===== config.mk =====
export PLATFORM = sky130hd
export DESIGN_NAME = fpm_top
export DESIGN_NICKNAME = d
export VERILOG_FILES = /design/src/common/fpm_pkg.sv /design/src/common/fpm_reg_if.sv /design/src/rtl/fpm_ahb_regs.sv /design/src/rtl/fpm_target_sel.sv /design/src/rtl/fpm_top.sv
export SDC_FILE = /design/constraint.sdc
export NUM_CORES = 1
export LEC_CHECK = 0
export BUFFER_PORTS_ARGS = -buffer_cell sky130_fd_sc_hd__buf_2
export CAP_MARGIN = 15
export CORE_ASPECT_RATIO = 2
export CORE_MARGIN = 4
export CORE_UTILIZATION = 40
export CTS_BUF_LIST = sky130_fd_sc_hd__clkbuf_4 sky130_fd_sc_hd__clkbuf_8 sky130_fd_sc_hd__clkbuf_16
export DETAILED_ROUTE_END_ITERATION = 10
export GPL_TIMING_DRIVEN = 1
export HOLD_SLACK_MARGIN = 0.02
export PLACE_DENSITY_LB_ADDON = 0.05
export SLEW_MARGIN = 30
export SYNTH_ARGS = -nofsm -noshare
export SYNTH_HDL_FRONTEND = slang
export SYNTH_SLANG_ARGS = --single-unit

===== constraint.sdc =====
create_clock -name clk -period 2.4 [get_ports clk]
set_input_delay 0.12 -clock clk [delete_from_list [all_inputs] [get_ports clk]]
set_output_delay 0.12 -clock clk [all_outputs]
set_load 0.01 [all_outputs]

===== src/common/fpm_pkg.sv =====
// shared constants and types for the flash protect and memory select block
package fpm_pkg;
  localparam int CLK_NS = 10;
  localparam int RECOV_NS = 25000;
  localparam int RECOV_CYC = RECOV_NS / CLK_NS;
  localparam int RECOV_W = 12;
  localparam logic [11:0] UNLK_ADDR1 = 12'h555;
  localparam logic [7:0] UNLK_DATA1 = 8'hAA;
  localparam logic [11:0] UNLK_ADDR2 = 12'hAAA;
  localparam logic [7:0] UNLK_DATA2 = 8'h55;
  localparam logic [3:0] OFS_MAIN_PROT = 4'h0;
  localparam logic [3:0] OFS_BOOT_PROT = 4'h4;
  localparam logic [3:0] OFS_SPACE_MAP = 4'h8;
  localparam logic [3:0] OFS_FLASH_STAT = 4'hC;
  localparam logic [7:0] MAP_RST = 8'h00;
  localparam logic [7:0] MAP_WMASK = 8'h9F;
  localparam logic [7:0] SEP_SPACE_MAP = 8'h0C;
  localparam int MAP_SRAM_CODE = 0;
  localparam int MAP_BOOT_CODE = 1;
  localparam int MAP_MAIN_CODE = 2;
  localparam int MAP_BOOT_DATA = 3;
  localparam int MAP_MAIN_DATA = 4;
  localparam int BOOT_SECURE_BIT = 7;
  localparam logic [1:0] OP_BYTE = 2'h0;
  localparam logic [1:0] OP_BULK = 2'h1;
  localparam logic [1:0] OP_SECT = 2'h2;
  typedef enum logic [3:0] {
    ST_READ = 4'h1,
    ST_UNLK1 = 4'h2,
    ST_UNLK2 = 4'h4,
    ST_RECOV = 4'h8
  } fpm_fstate_t;
endpackage


===== src/common/fpm_reg_if.sv =====
// register values passed between the bus slave and the core
`timescale 1ns/1ps
`default_nettype none
interface fpm_reg_if;
  logic mapWrEn;
  logic [7:0] mapWrData;
  logic [7:0] mainProt;
  logic [7:0] bootProt;
  logic [7:0] spaceMap;
  logic [7:0] flashStat;
  modport regs (output mapWrEn, output mapWrData, input mainProt,
    input bootProt, input spaceMap, input flashStat);
  modport core (input mapWrEn, input mapWrData, output mainProt,
    output bootProt, output spaceMap, output flashStat);
endinterface
`default_nettype wire


===== src/rtl/fpm_ahb_regs.sv =====
// ahb-lite slave for the protection, mapping and status registers
`timescale 1ns/1ps
`default_nettype none
module fpm_ahb_regs (
  input wire logic clk, // system clock
  input wire logic nrst, // async reset, active low
  input wire logic ce, // clock enable
  input wire logic hsel, // slave select
  input wire logic [31:0] haddr, // byte address
  input wire logic [1:0] htrans, // transfer type
  input wire logic hwrite, // write when high
  input wire logic [2:0] hsize, // transfer size
  input wire logic [31:0] hwdata, // write data
  input wire logic hready, // bus ready
  output logic hreadyout, // slave ready
  output logic hresp, // response
  output logic [31:0] hrdata, // read data
  fpm_reg_if.regs rif // register values
);
  logic wrPend_ff;
  logic [3:0] wrAddr_ff;
  logic [31:0] hrdata_ff;
  logic [7:0] rdVal;
  logic addrPhase;

  // no wait states, so every access completes in its data phase
  assign hreadyout = 1'b1;
  assign hresp = 1'b0;
  assign hrdata = hrdata_ff;
  assign addrPhase = hsel && hready && htrans[1];
  assign rif.mapWrEn = wrPend_ff && ce &&
    (wrAddr_ff == fpm_pkg::OFS_SPACE_MAP);
  assign rif.mapWrData = hwdata[7:0] & fpm_pkg::MAP_WMASK;

  always_comb begin
    rdVal = 8'h00;
    case (haddr[3:0])
      fpm_pkg::OFS_MAIN_PROT: rdVal = rif.mainProt;
      fpm_pkg::OFS_BOOT_PROT: rdVal = rif.bootProt;
      fpm_pkg::OFS_SPACE_MAP: rdVal = rif.spaceMap;
      fpm_pkg::OFS_FLASH_STAT: rdVal = rif.flashStat;
      default: rdVal = 8'h00;
    endcase
  end

  always_ff @(posedge clk or negedge nrst) begin
    if (!nrst) begin
      wrPend_ff <= 1'b0;
      wrAddr_ff <= 4'h0;
    end else if (ce) begin
      wrPend_ff <= addrPhase && hwrite && (hsize == 3'h2);
      wrAddr_ff <= haddr[3:0];
    end
  end

  // unmapped or misaligned reads return zero
  always_ff @(posedge clk or negedge nrst) begin
    if (!nrst) begin
      hrdata_ff <= 32'h0000_0000;
    end else if (ce && addrPhase && !hwrite) begin
      hrdata_ff <= (haddr[31:4] == 28'h000_0000) ?
        {24'h00_0000, rdVal} : 32'h0000_0000;
    end
  end
endmodule
`default_nettype wire


===== src/rtl/fpm_target_sel.sv =====
// priority resolution of decoded selects and space gating
`timescale 1ns/1ps
`default_nettype none
module fpm_target_sel #(
  parameter int MAIN_N = 8, // main flash sectors
  parameter int BOOT_N = 4 // boot flash sectors
) (
  input wire logic [MAIN_N-1:0] mainSel, // main sector selects
  input wire logic [BOOT_N-1:0] bootSel, // boot sector selects
  input wire logic sramSel, // sram select
  input wire logic regSel, // register block select
  input wire logic [1:0] periphSel, // peripheral selects
  input wire logic progFetch, // program fetch strobe
  input wire logic dataRd, // data read or write strobe
  input wire logic [7:0] spaceMap, // space mapping register
  output logic [MAIN_N-1:0] mainHit, // main sector chosen
  output logic [BOOT_N-1:0] bootHit, // boot sector chosen
  output logic sramEn, // sram chosen
  output logic regEn, // register block chosen
  output logic [1:0] periphEn // peripheral chosen
);
  logic lvl1;
  logic lvl2;
  logic mainOk;
  logic bootOk;
  logic sramOk;

  assign mainOk = (progFetch && spaceMap[fpm_pkg::MAP_MAIN_CODE]) ||
    (dataRd && spaceMap[fpm_pkg::MAP_MAIN_DATA]);
  assign bootOk = (progFetch && spaceMap[fpm_pkg::MAP_BOOT_CODE]) ||
    (dataRd && spaceMap[fpm_pkg::MAP_BOOT_DATA]);
  // sram always sits in data space; code space is optional
  assign sramOk = dataRd || (progFetch && spaceMap[fpm_pkg::MAP_SRAM_CODE]);
  assign lvl1 = sramSel || regSel || (|periphSel);
  assign lvl2 = |bootSel;
  assign sramEn = sramSel && sramOk;
  assign regEn = regSel && dataRd;
  assign periphEn = dataRd ? periphSel : 2'b00;
  assign bootHit = (!lvl1 && bootOk) ? bootSel : '0;
  assign mainHit = (!lvl1 && !lvl2 && mainOk) ? mainSel : '0;
endmodule
`default_nettype wire


===== src/rtl/fpm_top.sv =====
// flash sector protection, flash reset command and memory select
// Function
// - each flash sector has own lock flag
// - lock flags read-only from mcu bus
// - program or erase on locked sector ignored
// - verify of locked sector reads stored data
// - main status bit i is sector lock
// - boot status: locks 3..0, security bit 7
// - reset command, optional aa/555 55/aaa unlock
// - after error, read mode within 25 us
// - reset ignored during byte program, bulk erase
// - reset aborts sector erase, 25 us recovery
// - reset pin aborts cycle, returns read mode
// - sram answers only while selected
// - boot sector wins over main sector
// - sram or io wins over flash
// - three priority levels, level one highest
// - each memory placeable in code/data space
// - mapping loads boot value, software rewrites
// - b2 and b4 put main flash combined
`timescale 1ns/1ps
`default_nettype none
module fpm_top #(
  parameter logic [7:0] RESET_CODE = 8'h0F, // flash reset command code
  parameter int MAIN_N = 8, // main flash sectors
  parameter int BOOT_N = 4 // boot flash sectors
) (
  input wire logic clk, // system clock
  input wire logic nrst, // async reset, active low
  input wire logic ce, // clock enable
  input wire logic hsel, // ahb slave select
  input wire logic [31:0] haddr, // ahb address
  input wire logic [1:0] htrans, // ahb transfer type
  input wire logic hwrite, // ahb write
  input wire logic [2:0] hsize, // ahb size
  input wire logic [31:0] hwdata, // ahb write data
  input wire logic hready, // ahb ready in
  output logic hreadyout, // ahb ready out
  output logic hresp, // ahb response
  output logic [31:0] hrdata, // ahb read data
  input wire logic [MAIN_N-1:0] mainSectorSelects, // decoded main selects
  input wire logic [BOOT_N-1:0] bootSectorSelects, // decoded boot selects
  input wire logic sramSelect, // decoded sram select
  input wire logic registerBlockSelect, // decoded register select
  input wire logic [1:0] periphSelect, // decoded peripheral selects
  input wire logic programFetchStrobe, // code fetch cycle
  input wire logic dataStrobe, // data read or write cycle
  input wire logic cmdWr, // mcu write to flash space
  input wire logic [11:0] cmdAddr, // low address of that write
  input wire logic [7:0] cmdData, // data of that write
  input wire logic pgmReq, // array wants to start program/erase
  input wire logic vfyReq, // verify access to flash
  input wire logic arrBusy, // embedded algorithm running
  input wire logic [1:0] arrKind, // kind of running operation
  input wire logic errorFlagBit, // array error flag
  input wire logic [MAIN_N-1:0] nvMainLock, // config main locks
  input wire logic [BOOT_N-1:0] nvBootLock, // config boot locks
  input wire logic nvSecurity, // config security flag
  input wire logic [7:0] nvSpaceMap, // config boot mapping
  input wire logic tpWrEn, // test port lock update
  input wire logic [MAIN_N-1:0] tpMainLock, // test port main locks
  input wire logic [BOOT_N-1:0] tpBootLock, // test port boot locks
  output logic [MAIN_N-1:0] mainHit, // main sector enable
  output logic [BOOT_N-1:0] bootHit, // boot sector enable
  output logic sramEn, // sram enable
  output logic regEn, // register block enable
  output logic [1:0] periphEn, // peripheral enable
  output logic pgmGo, // program/erase allowed to start
  output logic vfyAsRead, // verify served as plain read
  output logic arrAbort, // abort pulse to array
  output logic flashReady // flash in read mode
);
  localparam int AST_RECOV_MAX = fpm_pkg::RECOV_CYC + 1;

  // recovery countdown, wide enough for the whole 25 us window
  typedef logic [fpm_pkg::RECOV_W-1:0] fpm_cnt_t;
  localparam fpm_cnt_t RECOV_LOAD = fpm_cnt_t'(fpm_pkg::RECOV_CYC - 1);

  fpm_reg_if rif ();

  // lock and security flags
  logic [MAIN_N-1:0] mainLock_ff;
  logic [BOOT_N-1:0] bootLock_ff;
  logic secure_ff;
  logic loaded_ff;
  logic [7:0] spaceMap_ff;

  // test port strobe synchroniser
  logic tpSync1_ff;
  logic tpSync2_ff;
  logic tpSync3_ff;
  logic tpLoad;

  // flash command sequencer
  fpm_pkg::fpm_fstate_t state_ff;
  fpm_pkg::fpm_fstate_t nxt_state;
  fpm_pkg::fpm_fstate_t rstState;
  logic rstAbort;
  fpm_cnt_t recovCnt_ff;
  fpm_cnt_t nxt_recovCnt;
  fpm_cnt_t recovAge_ff;
  logic pinRel_ff;
  logic arrAbort_ff;
  logic nxt_arrAbort;
  logic flashReady_ff;
  logic rstCmd;
  logic rstHit;
  logic isUnlk1;
  logic isUnlk2;
  logic keepBusy;
  logic sectBusy;

  // protection lookup
  logic mainLockHit;
  logic bootLockHit;
  logic lockHit;
  logic anyHit;
  logic [7:0] mainStat;
  logic [7:0] bootStat;

  fpm_ahb_regs fpm_ahb_regs_i (
    .clk(clk),
    .nrst(nrst),
    .ce(ce),
    .hsel(hsel),
    .haddr(haddr),
    .htrans(htrans),
    .hwrite(hwrite),
    .hsize(hsize),
    .hwdata(hwdata),
    .hready(hready),
    .hreadyout(hreadyout),
    .hresp(hresp),
    .hrdata(hrdata),
    .rif(rif.regs)
  );

  fpm_target_sel #(
    .MAIN_N(MAIN_N),
    .BOOT_N(BOOT_N)
  ) fpm_target_sel_i (
    .mainSel(mainSectorSelects),
    .bootSel(bootSectorSelects),
    .sramSel(sramSelect),
    .regSel(registerBlockSelect),
    .periphSel(periphSelect),
    .progFetch(programFetchStrobe),
    .dataRd(dataStrobe),
    .spaceMap(spaceMap_ff),
    .mainHit(mainHit),
    .bootHit(bootHit),
    .sramEn(sramEn),
    .regEn(regEn),
    .periphEn(periphEn)
  );

  // status words seen by software
  always_comb begin
    mainStat = 8'(mainLock_ff);
    bootStat = 8'h00;
    bootStat[3:0] = 4'(bootLock_ff);
    bootStat[fpm_pkg::BOOT_SECURE_BIT] = secure_ff;
  end

  // no write path exists from the bus to the lock flags
  assign rif.mainProt = mainStat;
  assign rif.bootProt = bootStat;
  assign rif.spaceMap = spaceMap_ff;
  assign rif.flashStat = {6'h00, errorFlagBit, flashReady_ff};

  // strobe comes from the programmer clock
  always_ff @(posedge clk or negedge nrst) begin
    if (!nrst) begin
      tpSync1_ff <= 1'b0;
      tpSync2_ff <= 1'b0;
      tpSync3_ff <= 1'b0;
    end else if (ce) begin
      tpSync1_ff <= tpWrEn;
      tpSync2_ff <= tpSync1_ff;
      tpSync3_ff <= tpSync2_ff;
    end
  end

  // lock words are held steady by the port while its strobe is up
  assign tpLoad = tpSync2_ff && !tpSync3_ff;

  // config is copied one cycle after reset, not inside the reset branch
  always_ff @(posedge clk or negedge nrst) begin
    if (!nrst) begin
      mainLock_ff <= '0;
      bootLock_ff <= '0;
      secure_ff <= 1'b0;
      loaded_ff <= 1'b0;
    end else if (ce) begin
      if (!loaded_ff) begin
        mainLock_ff <= nvMainLock;
        bootLock_ff <= nvBootLock;
        secure_ff <= nvSecurity;
        loaded_ff <= 1'b1;
      end else if (tpLoad) begin
        mainLock_ff <= tpMainLock;
        bootLock_ff <= tpBootLock;
      end
    end
  end

  always_ff @(posedge clk or negedge nrst) begin
    if (!nrst) begin
      spaceMap_ff <= fpm_pkg::MAP_RST;
    end else if (ce) begin
      if (!loaded_ff) begin
        spaceMap_ff <= nvSpaceMap;
      end else if (rif.mapWrEn) begin
        spaceMap_ff <= rif.mapWrData;
      end
    end
  end

  // sector lookup uses the resolved hits, so priority applies first
  assign mainLockHit = |(mainHit & mainLock_ff);
  assign bootLockHit = |(bootHit & bootLock_ff);
  assign lockHit = mainLockHit || bootLockHit;
  assign anyHit = (|mainHit) || (|bootHit);

  // a locked target swallows the request with no error
  // flags are not valid until the first cycle after reset
  assign pgmGo = pgmReq && loaded_ff && anyHit && !lockHit;
  assign vfyAsRead = vfyReq && anyHit && lockHit;

  // address is a don't care for the reset command itself
  assign rstCmd = cmdWr && (cmdData == RESET_CODE);
  assign rstHit = rstCmd && (state_ff != fpm_pkg::ST_RECOV);
  assign isUnlk1 = cmdWr && (cmdAddr == fpm_pkg::UNLK_ADDR1) &&
    (cmdData == fpm_pkg::UNLK_DATA1);
  assign isUnlk2 = cmdWr && (cmdAddr == fpm_pkg::UNLK_ADDR2) &&
    (cmdData == fpm_pkg::UNLK_DATA2);
  assign keepBusy = arrBusy && ((arrKind == fpm_pkg::OP_BYTE) ||
    (arrKind == fpm_pkg::OP_BULK));
  assign sectBusy = arrBusy && (arrKind == fpm_pkg::OP_SECT);

  // what an accepted reset command does, same in every command state
  always_comb begin
    rstState = fpm_pkg::ST_READ;
    rstAbort = 1'b0;
    if (keepBusy) begin
      rstState = fpm_pkg::ST_READ;
    end else if (sectBusy) begin
      rstState = fpm_pkg::ST_RECOV;
      rstAbort = 1'b1;
    end else if (errorFlagBit) begin
      rstState = fpm_pkg::ST_RECOV;
    end
  end

  // commands during recovery are dropped; the window is short
  always_comb begin
    nxt_state = state_ff;
    nxt_recovCnt = recovCnt_ff;
    nxt_arrAbort = 1'b0;
    case (state_ff)
      fpm_pkg::ST_READ: begin
        if (rstHit) begin
          nxt_state = rstState;
          nxt_recovCnt = RECOV_LOAD;
          nxt_arrAbort = rstAbort;
        end else if (isUnlk1) begin
          nxt_state = fpm_pkg::ST_UNLK1;
        end
      end
      fpm_pkg::ST_UNLK1: begin
        if (rstHit) begin
          nxt_state = rstState;
          nxt_recovCnt = RECOV_LOAD;
          nxt_arrAbort = rstAbort;
        end else if (isUnlk2) begin
          nxt_state = fpm_pkg::ST_UNLK2;
        end else if (cmdWr) begin
          nxt_state = fpm_pkg::ST_READ;
        end
      end
      fpm_pkg::ST_UNLK2: begin
        if (rstHit) begin
          nxt_state = rstState;
          nxt_recovCnt = RECOV_LOAD;
          nxt_arrAbort = rstAbort;
        end else if (cmdWr) begin
          nxt_state = fpm_pkg::ST_READ;
        end
      end
      fpm_pkg::ST_RECOV: begin
        if (pinRel_ff) begin
          if (arrBusy) begin
            nxt_arrAbort = 1'b1;
            nxt_recovCnt = RECOV_LOAD;
          end else begin
            nxt_state = fpm_pkg::ST_READ;
          end
        end else if (recovCnt_ff == '0) begin
          nxt_state = fpm_pkg::ST_READ;
        end else begin
          nxt_recovCnt = recovCnt_ff - 1'b1;
        end
      end
      default: begin
        nxt_state = fpm_pkg::ST_READ;
      end
    endcase
  end

  // reset pin parks the sequencer; first cycle after it checks the array
  always_ff @(posedge clk or negedge nrst) begin
    if (!nrst) begin
      state_ff <= fpm_pkg::ST_RECOV;
      recovCnt_ff <= '0;
      pinRel_ff <= 1'b1;
    end else if (ce) begin
      state_ff <= nxt_state;
      recovCnt_ff <= nxt_recovCnt;
      pinRel_ff <= 1'b0;
    end
  end

  always_ff @(posedge clk or negedge nrst) begin
    if (!nrst) begin
      arrAbort_ff <= 1'b0;
      flashReady_ff <= 1'b0;
    end else if (ce) begin
      arrAbort_ff <= nxt_arrAbort;
      flashReady_ff <= (nxt_state == fpm_pkg::ST_READ);
    end
  end

  assign arrAbort = arrAbort_ff;
  assign flashReady = flashReady_ff;

  // helper: cycles spent in recovery, for the bound check
  always_ff @(posedge clk or negedge nrst) begin
    if (!nrst) begin
      recovAge_ff <= '0;
    end else if (ce) begin
      if (state_ff == fpm_pkg::ST_RECOV) begin
        recovAge_ff <= recovAge_ff + 1'b1;
      end else begin
        recovAge_ff <= '0;
      end
    end
  end

  AST_LOCK_NO_PGM: assert property (@(posedge clk) disable iff (!nrst)
    lockHit |-> !pgmGo)
    else $error("program start let through on a locked sector");

  AST_VFY_READ: assert property (@(posedge clk) disable iff (!nrst)
    (vfyReq && lockHit) |-> vfyAsRead)
    else $error("verify of a locked sector not served as a read");

  AST_BOOT_OVER_MAIN: assert property (@(posedge clk) disable iff (!nrst)
    (|bootHit) |-> (mainHit == '0))
    else $error("main sector chosen while a boot sector is chosen");

  AST_IO_OVER_FLASH: assert property (@(posedge clk) disable iff (!nrst)
    (sramEn || regEn || (|periphEn)) |-> !anyHit)
    else $error("flash sector chosen while sram or io is chosen");

  AST_SRAM_SEL: assert property (@(posedge clk) disable iff (!nrst)
    sramEn |-> sramSelect)
    else $error("sram enabled without its select");

  AST_RST_IGNORED: assert property (@(posedge clk) disable iff (!nrst)
    (ce && rstHit && keepBusy) |=> (!arrAbort && flashReady))
    else $error("reset command disturbed a program or bulk erase");

  AST_SECT_ABORT: assert property (@(posedge clk) disable iff (!nrst)
    (ce && rstHit && sectBusy) |=> (arrAbort && !flashReady))
    else $error("reset command did not abort a sector erase");

  AST_RECOV_BOUND: assert property (@(posedge clk) disable iff (!nrst)
    int'(recovAge_ff) <= AST_RECOV_MAX)
    else $error("flash recovery longer than its window");

  AST_LOCK_HELD: assert property (@(posedge clk) disable iff (!nrst)
    (loaded_ff && !tpLoad) |=> ($stable(mainLock_ff) && $stable(bootLock_ff)))
    else $error("lock flags changed without a config or port load");

  AST_MAP_WRITE: assert property (@(posedge clk) disable iff (!nrst)
    (ce && loaded_ff && rif.mapWrEn) |=> (spaceMap_ff == $past(rif.mapWrData)))
    else $error("mapping register missed a bus write");
endmodule
`default_nettype wire


# Word level (Yosys, flattened, before mapping)
# Cells that the tools add are included.
# totals
in_bits	154
wordCells	139
register_bits	81
out_inout_bits	54
# op_classes
muxes	35
bitwise_logic	3
n_reduce_logical	61
n_addsub	1
n_eq_ne	23
# ops
operator	n
two-way mux 4 bit	15
two-way mux 12 bit	4
two-way mux 8 bit	6
logical AND 1 bit	32
one-hot mux 8 bit (4 select lines)	1
logical NOT 28 bit	1
one-hot mux 12 bit (2 select lines)	1
== test 4 bit, second input constant	4
one-hot mux 4 bit (4 select lines)	1
OR reduction 8 bit	2
== test 12 x 11 -> 1 bit, second input constant	1
== test 12 bit, second input constant	1
logical NOT 12 bit	1
OR reduction 4 bit	3
subtractor 12 x 1 -> 12 bit, second input constant	1
AND 8 bit	1
== test 4 x 1 -> 1 bit, second input constant	2
== test 4 x 3 -> 1 bit, second input constant	2
== test 8 x 4 -> 1 bit, second input constant	1
== test 8 x 7 -> 1 bit, second input constant	1
== test 8 bit, second input constant	1
logical OR 1 bit	8
!= test 2 x 1 -> 1 bit, second input constant	3
!= test 3 bit, second input constant	2
other kinds (18)	28

# Depth between registers and ports, before layout
# depth
ltp_word	11
ltp_mapped	8
depth_no_buf	7

# Hierarchy
# Synthesis repeated with hierarchy kept, for this count alone.
# unflattened
hier_cells	399
area_unflattened_um2	3968.8
# by_module_without_submodules
mod	seq_area_each_um2	n_inst	area_each_um2	cells_per_inst
fpm_top	1103.6	1	2625.0	277
fpm_ahb_regs	325.3	1	1109.8	99
fpm_target_sel	0.0	1	234.0	23

# Worst setup path before layout
# Ideal clock, no wire load.
# synth_path
path_kind	reg2reg
from	reg recovCnt_ff[6]
to	reg recovCnt_ff[1]
required_ns	2.275
n_path_buf	0
path_stages_with_launch	6
setup_ns	0.125
path_slack_ns	0.108
period_less_slack_ns	2.292
arrival_time_ns	2.168
path_cell_list	dfrtp_1 > or4_4 > or4_4 > o211a_1 > o21ai_0 > mux2_2
# synth_via
elab_chain_len	3
# synth_lines
element	line	rtl
from (decl)	fpm_top.sv:99	fpm_cnt_t recovCnt_ff;
from (signal assigned)	fpm_top.sv:318	recovCnt_ff <= nxt_recovCnt;
logical NOT 12 bit	fpm_top.sv:298	end else if (recovCnt_ff == '0) begin
!= test 3 bit (no source line)	--	
AND reduction 5 bit (no source line)	--	
# Every way passes these cells.
# A chain may end at the register's enable or synchronous reset.

# Worst setup path after layout
# layout_path
from	reg recovCnt_ff[6]
to	reg recovCnt_ff[6]
# layout_via
elab_chain_len	4
word_cells_on_any_way	7
classes_between	add/sub: 1; eq/ne: 1; mux: 3; reduce/logical: 2
# layout_lines
element	line	rtl
subtractor 12 x 1 -> 12 bit	fpm_top.sv:301	nxt_recovCnt = recovCnt_ff - 1'b1;
two-way mux 12 bit	fpm_top.sv:298	
two-way mux 12 bit	fpm_top.sv:291	if (pinRel_ff) begin
one-hot mux 12 bit (2 select lines)	fpm_top.sv:260	case (state_ff)
# Parallel ways exist; a longest one is shown, timed or not. The select of a mux whose other input is x is not followed.

==> reports/metrics.cfg <==
[logic_synthesis]
synth_mux_area_frac = 0.1025
synth_common_cells = dfrtp_1, nand2_1, o21ai_0, buf_4, mux2i_1
synth_top_area_frac = 0.3770
ys_types = 53
ys_top_cells_by_area = dfrtp_1, mux2i_1, o21ai_0, buf_4, nand2_1
yosysWarningCount = 0
ys_seq_area_frac = 0.3914
synth_top_family_by_area = simple AND/OR/NAND/NOR gates
synth_most_common_cell = dfrtp_1
synth_cells = 390
syn_area_sq_mm = 0.003651
synth_area_leader_cell = dfrtp_1
synthAdderAreaFrac = 0.003427
ys_async_sr_fraction = 1.000
synthFlopType = dfrtp_1
yosys.area_share.simple = 0.2255
synth_edf_count = 0
avgSynthCellArea_sq_um = 9.362
synth_seq_cells = 57
synthXorXnorAreaFrac = 0.004798
synth_compound_area_frac = 0.1789

[placed_design]
port_buffers = 154
post_dp_cell_area_sq_mm = 0.004486
place_hpwl_um = 8961
gp_congestion = 0.8319

[global_routing]
grt_first_pass_wirelength_um = 16760
antenna_found_initial = 0
grt_max_degree = 58
grt_pass1_vias = 3484
track_usage = 0.2052
grt_overflow_total = 0

[power_and_ir_drop]
ir_drop_mv = 0.6127
leakage_nw = 2.468
p_per_area_mw_per_mm2 = 645.3

[die]
core_sq_mm = 0.008951
io_pins = 208
die_w_um = 75.56
initial_core_util = 0.4079
die_h_um = 143.1
rows = 49
dieArea_sq_mm = 0.01081

[setup_path]
worstRegToRegCells = 6
cp_slowest_stage_delay_ns = 0.56
worst_ep_required_time_ns = 2.65
reg2reg_to = recovCnt_ff[6]$_DFFE_PN0P_
reg2reg_from = recovCnt_ff[6]$_DFFE_PN0P_
rrSetupSlack_ns = 0.12
worstSetupPathType = register to register
end_kind = register
cpMostUsedCell = or4_4
critPathLaunchType = register
crit_fanout = 10
worst_path_max_delay_cell = or4_4
critPathArrivalTime_ns = 2.53
cp_num_buf_inv = 1
cp_cell_sequence = or4_4 -> or4_4 -> o211a_1 -> buf_4 -> o211ai_4 -> a2bb2oi_2
crit_start = recovCnt_ff[6]$_DFFE_PN0P_
path_delay_family = simple AND/OR/NAND/NOR gates

[sta]
tightestPinTransition_ns = 0.7527
drv_slew = 0
finalSetupViolations = 0
whs_ns = 0.04180
fmax_ghz = 0.4380
setup_tns_ns = 0
layout_min_cycle_time_ns = 2.283
grt_setup_unrepaired = false
hold_violations = 0
max_slew_margin = 0.4982
finalClockSkew_ns = 0.006075
fin_crit_sh = 0.9514

[cells_and_area]
final_nets = 707
syn2layout_area_growth_pct = 32.25
drive_gt1_frac = 0.3770
fin_area_sq_mm = 0.004828
antenna_cells = 0

[routing]
detail_route.first_pass.iterations = 4
highest_layer = met4
routed_wl_um = 11120
wl_met2_um = 6434
drc = 0
drtIter0Drc = 157
routedWlPerCell_um = 16.88
m1WireLength_um = 3696
viasPerCell = 5.358
ant_nets = 0
vias = 3531
met3_length_um = 760

[worst_hold_path]
min_from = nvSpaceMap[5]
min_to = rif.spaceMap[5]$_DFFE_PN0P_
holdPathStages = 3
hp-class = primary input to register

[clock_tree]
clk_latency_ns = 0.32
numCtsBuffers = 9
post-cts-setup-buffers = 0
root_buffer = clkbuf_16
cts_tree = done
clk_path_buf_depth = 2
clk_pin_slew_worst_paths_ns = 0.05
cts_htree_levels = 3
cts_sinks = 57

[job]
drv_cap = 0

[status]
run_status = finished clean

[power breakdown]
part           internal, mW  switching [mW]  total, mW
Clock                 0.885           0.432       1.32
Sequential             1.09           0.135       1.22
Combinational         0.276           0.300      0.576
[metal layers]
metal,global-route usage,vias up
li1,-,1715
met3,0.03805,17
met5,0,-
met2,0.3990,121
met1,0.2020,1678
met4,0.07650,0
[how the worst max path moves through the flow]
stage / end / slack [ns] / cells past startpoint
6_report: recovCnt_ff[6]$_DFFE_PN0P_ / 0.12 / 6
5_1_grt: recovCnt_ff[11]$_DFFE_PN0P_ / 0.02 / 6
4_1_cts: recovCnt_ff[1]$_DFFE_PN0P_ / 0.06 / 5
3_5_place_dp: recovCnt_ff[1]$_DFFE_PN0P_ / 0.08 / 5
3_3_place_gp: recovCnt_ff[1]$_DFFE_PN0P_ / 0.09 / 5
2_1_floorplan: recovCnt_ff[1]$_DFFE_PN0P_ / 0.11 / 5
[cell type report]
cell class / instances / area, sq um
clock buffers: 12 / 266.5
flip-flops and latches: 57 / 1429
repair buffers: 173 / 918.4
inverters: 14 / 52.55
fillers: 858 / 4123
clock inverters: 4 / 50.05
well taps: 102 / 127.6
multi-input cells: 297 / 1984
[logic make-up after synthesis]
logic type	Yosys count
and+or+nand+nor	143
AOI/OAI and AO/OA	91
buffers and inverters	60
DFF	57
muxes	34
other	2
xor gates and xnor gates	2
adders and majority gates	1
[tightest hold or removal path, delay by kind of cell]
kind                   cells  cell delay, ns
buffers and inverters      1            0.09
AND/OR/NAND/NOR            2            0.12
[placed cells by master, fill, tap and decap left out, types with 6 or more instances in the layout]
cell type / netlist / routed
nand2_1: 44 / 44
nor2_1: 10 / 10
nor4_1: 14 / 14
and2_1: 17 / 17
nand4_1: 6 / 6
nor4bb_1: 8 / 8
o21ai_0: 39 / 38
nand3_1: 7 / 7
conb_1: 2 / 26
inv_1: 14 / 14
dfrtp_1: 55 / 55
mux2_2: 7 / 7
mux2i_1: 25 / 25
clkbuf_16: 0 / 9
buf_2: 3 / 154
a22oi_1: 9 / 9
buf_4: 26 / 17
a22o_1: 9 / 9
[sequential cells by signal, indices dropped and copies added (netlist names)]
register                  cells
tpSync2_ff                    1
secure_ff                     1
tpSync1_ff                    1
fpm_ahb_regs_i.wrPend_ff      1
state_ff                      4
rif.spaceMap                  8
arrAbort                      1
recovCnt_ff                  12
bootLock_ff                   4
pinRel_ff                     1
mainLock_ff                   8
loaded_ff                     1
flashReady                    1
fpm_ahb_regs_i.hrdata         8
tpSync3_ff                    1
fpm_ahb_regs_i.wrAddr_ff      4
[timing repair]
| action | CTS | global route |
|---|---|---|
| resized for setup | 0 | 2 |
| endpoints found under the hold margin | 56 | 0 |
| setup endpoints to repair | 0 | 2 |
| hold buffers | 2 | 0 |
[metrics by stage]
stage	total power [mW]	utilization	setup slack (ns)	instances
floorplan	1.554	-	0.1078	414
global placement	1.799	0.5011	0.09415	641
detailed placement	1.815	0.5011	0.07718	641
CTS	3.155	0.5387	0.05771	659
global route	3.285	0.5394	0.01778	659
finish	3.116	0.5394	0.1167	659
No activity file was read; power rests on OpenSTA's default activity.
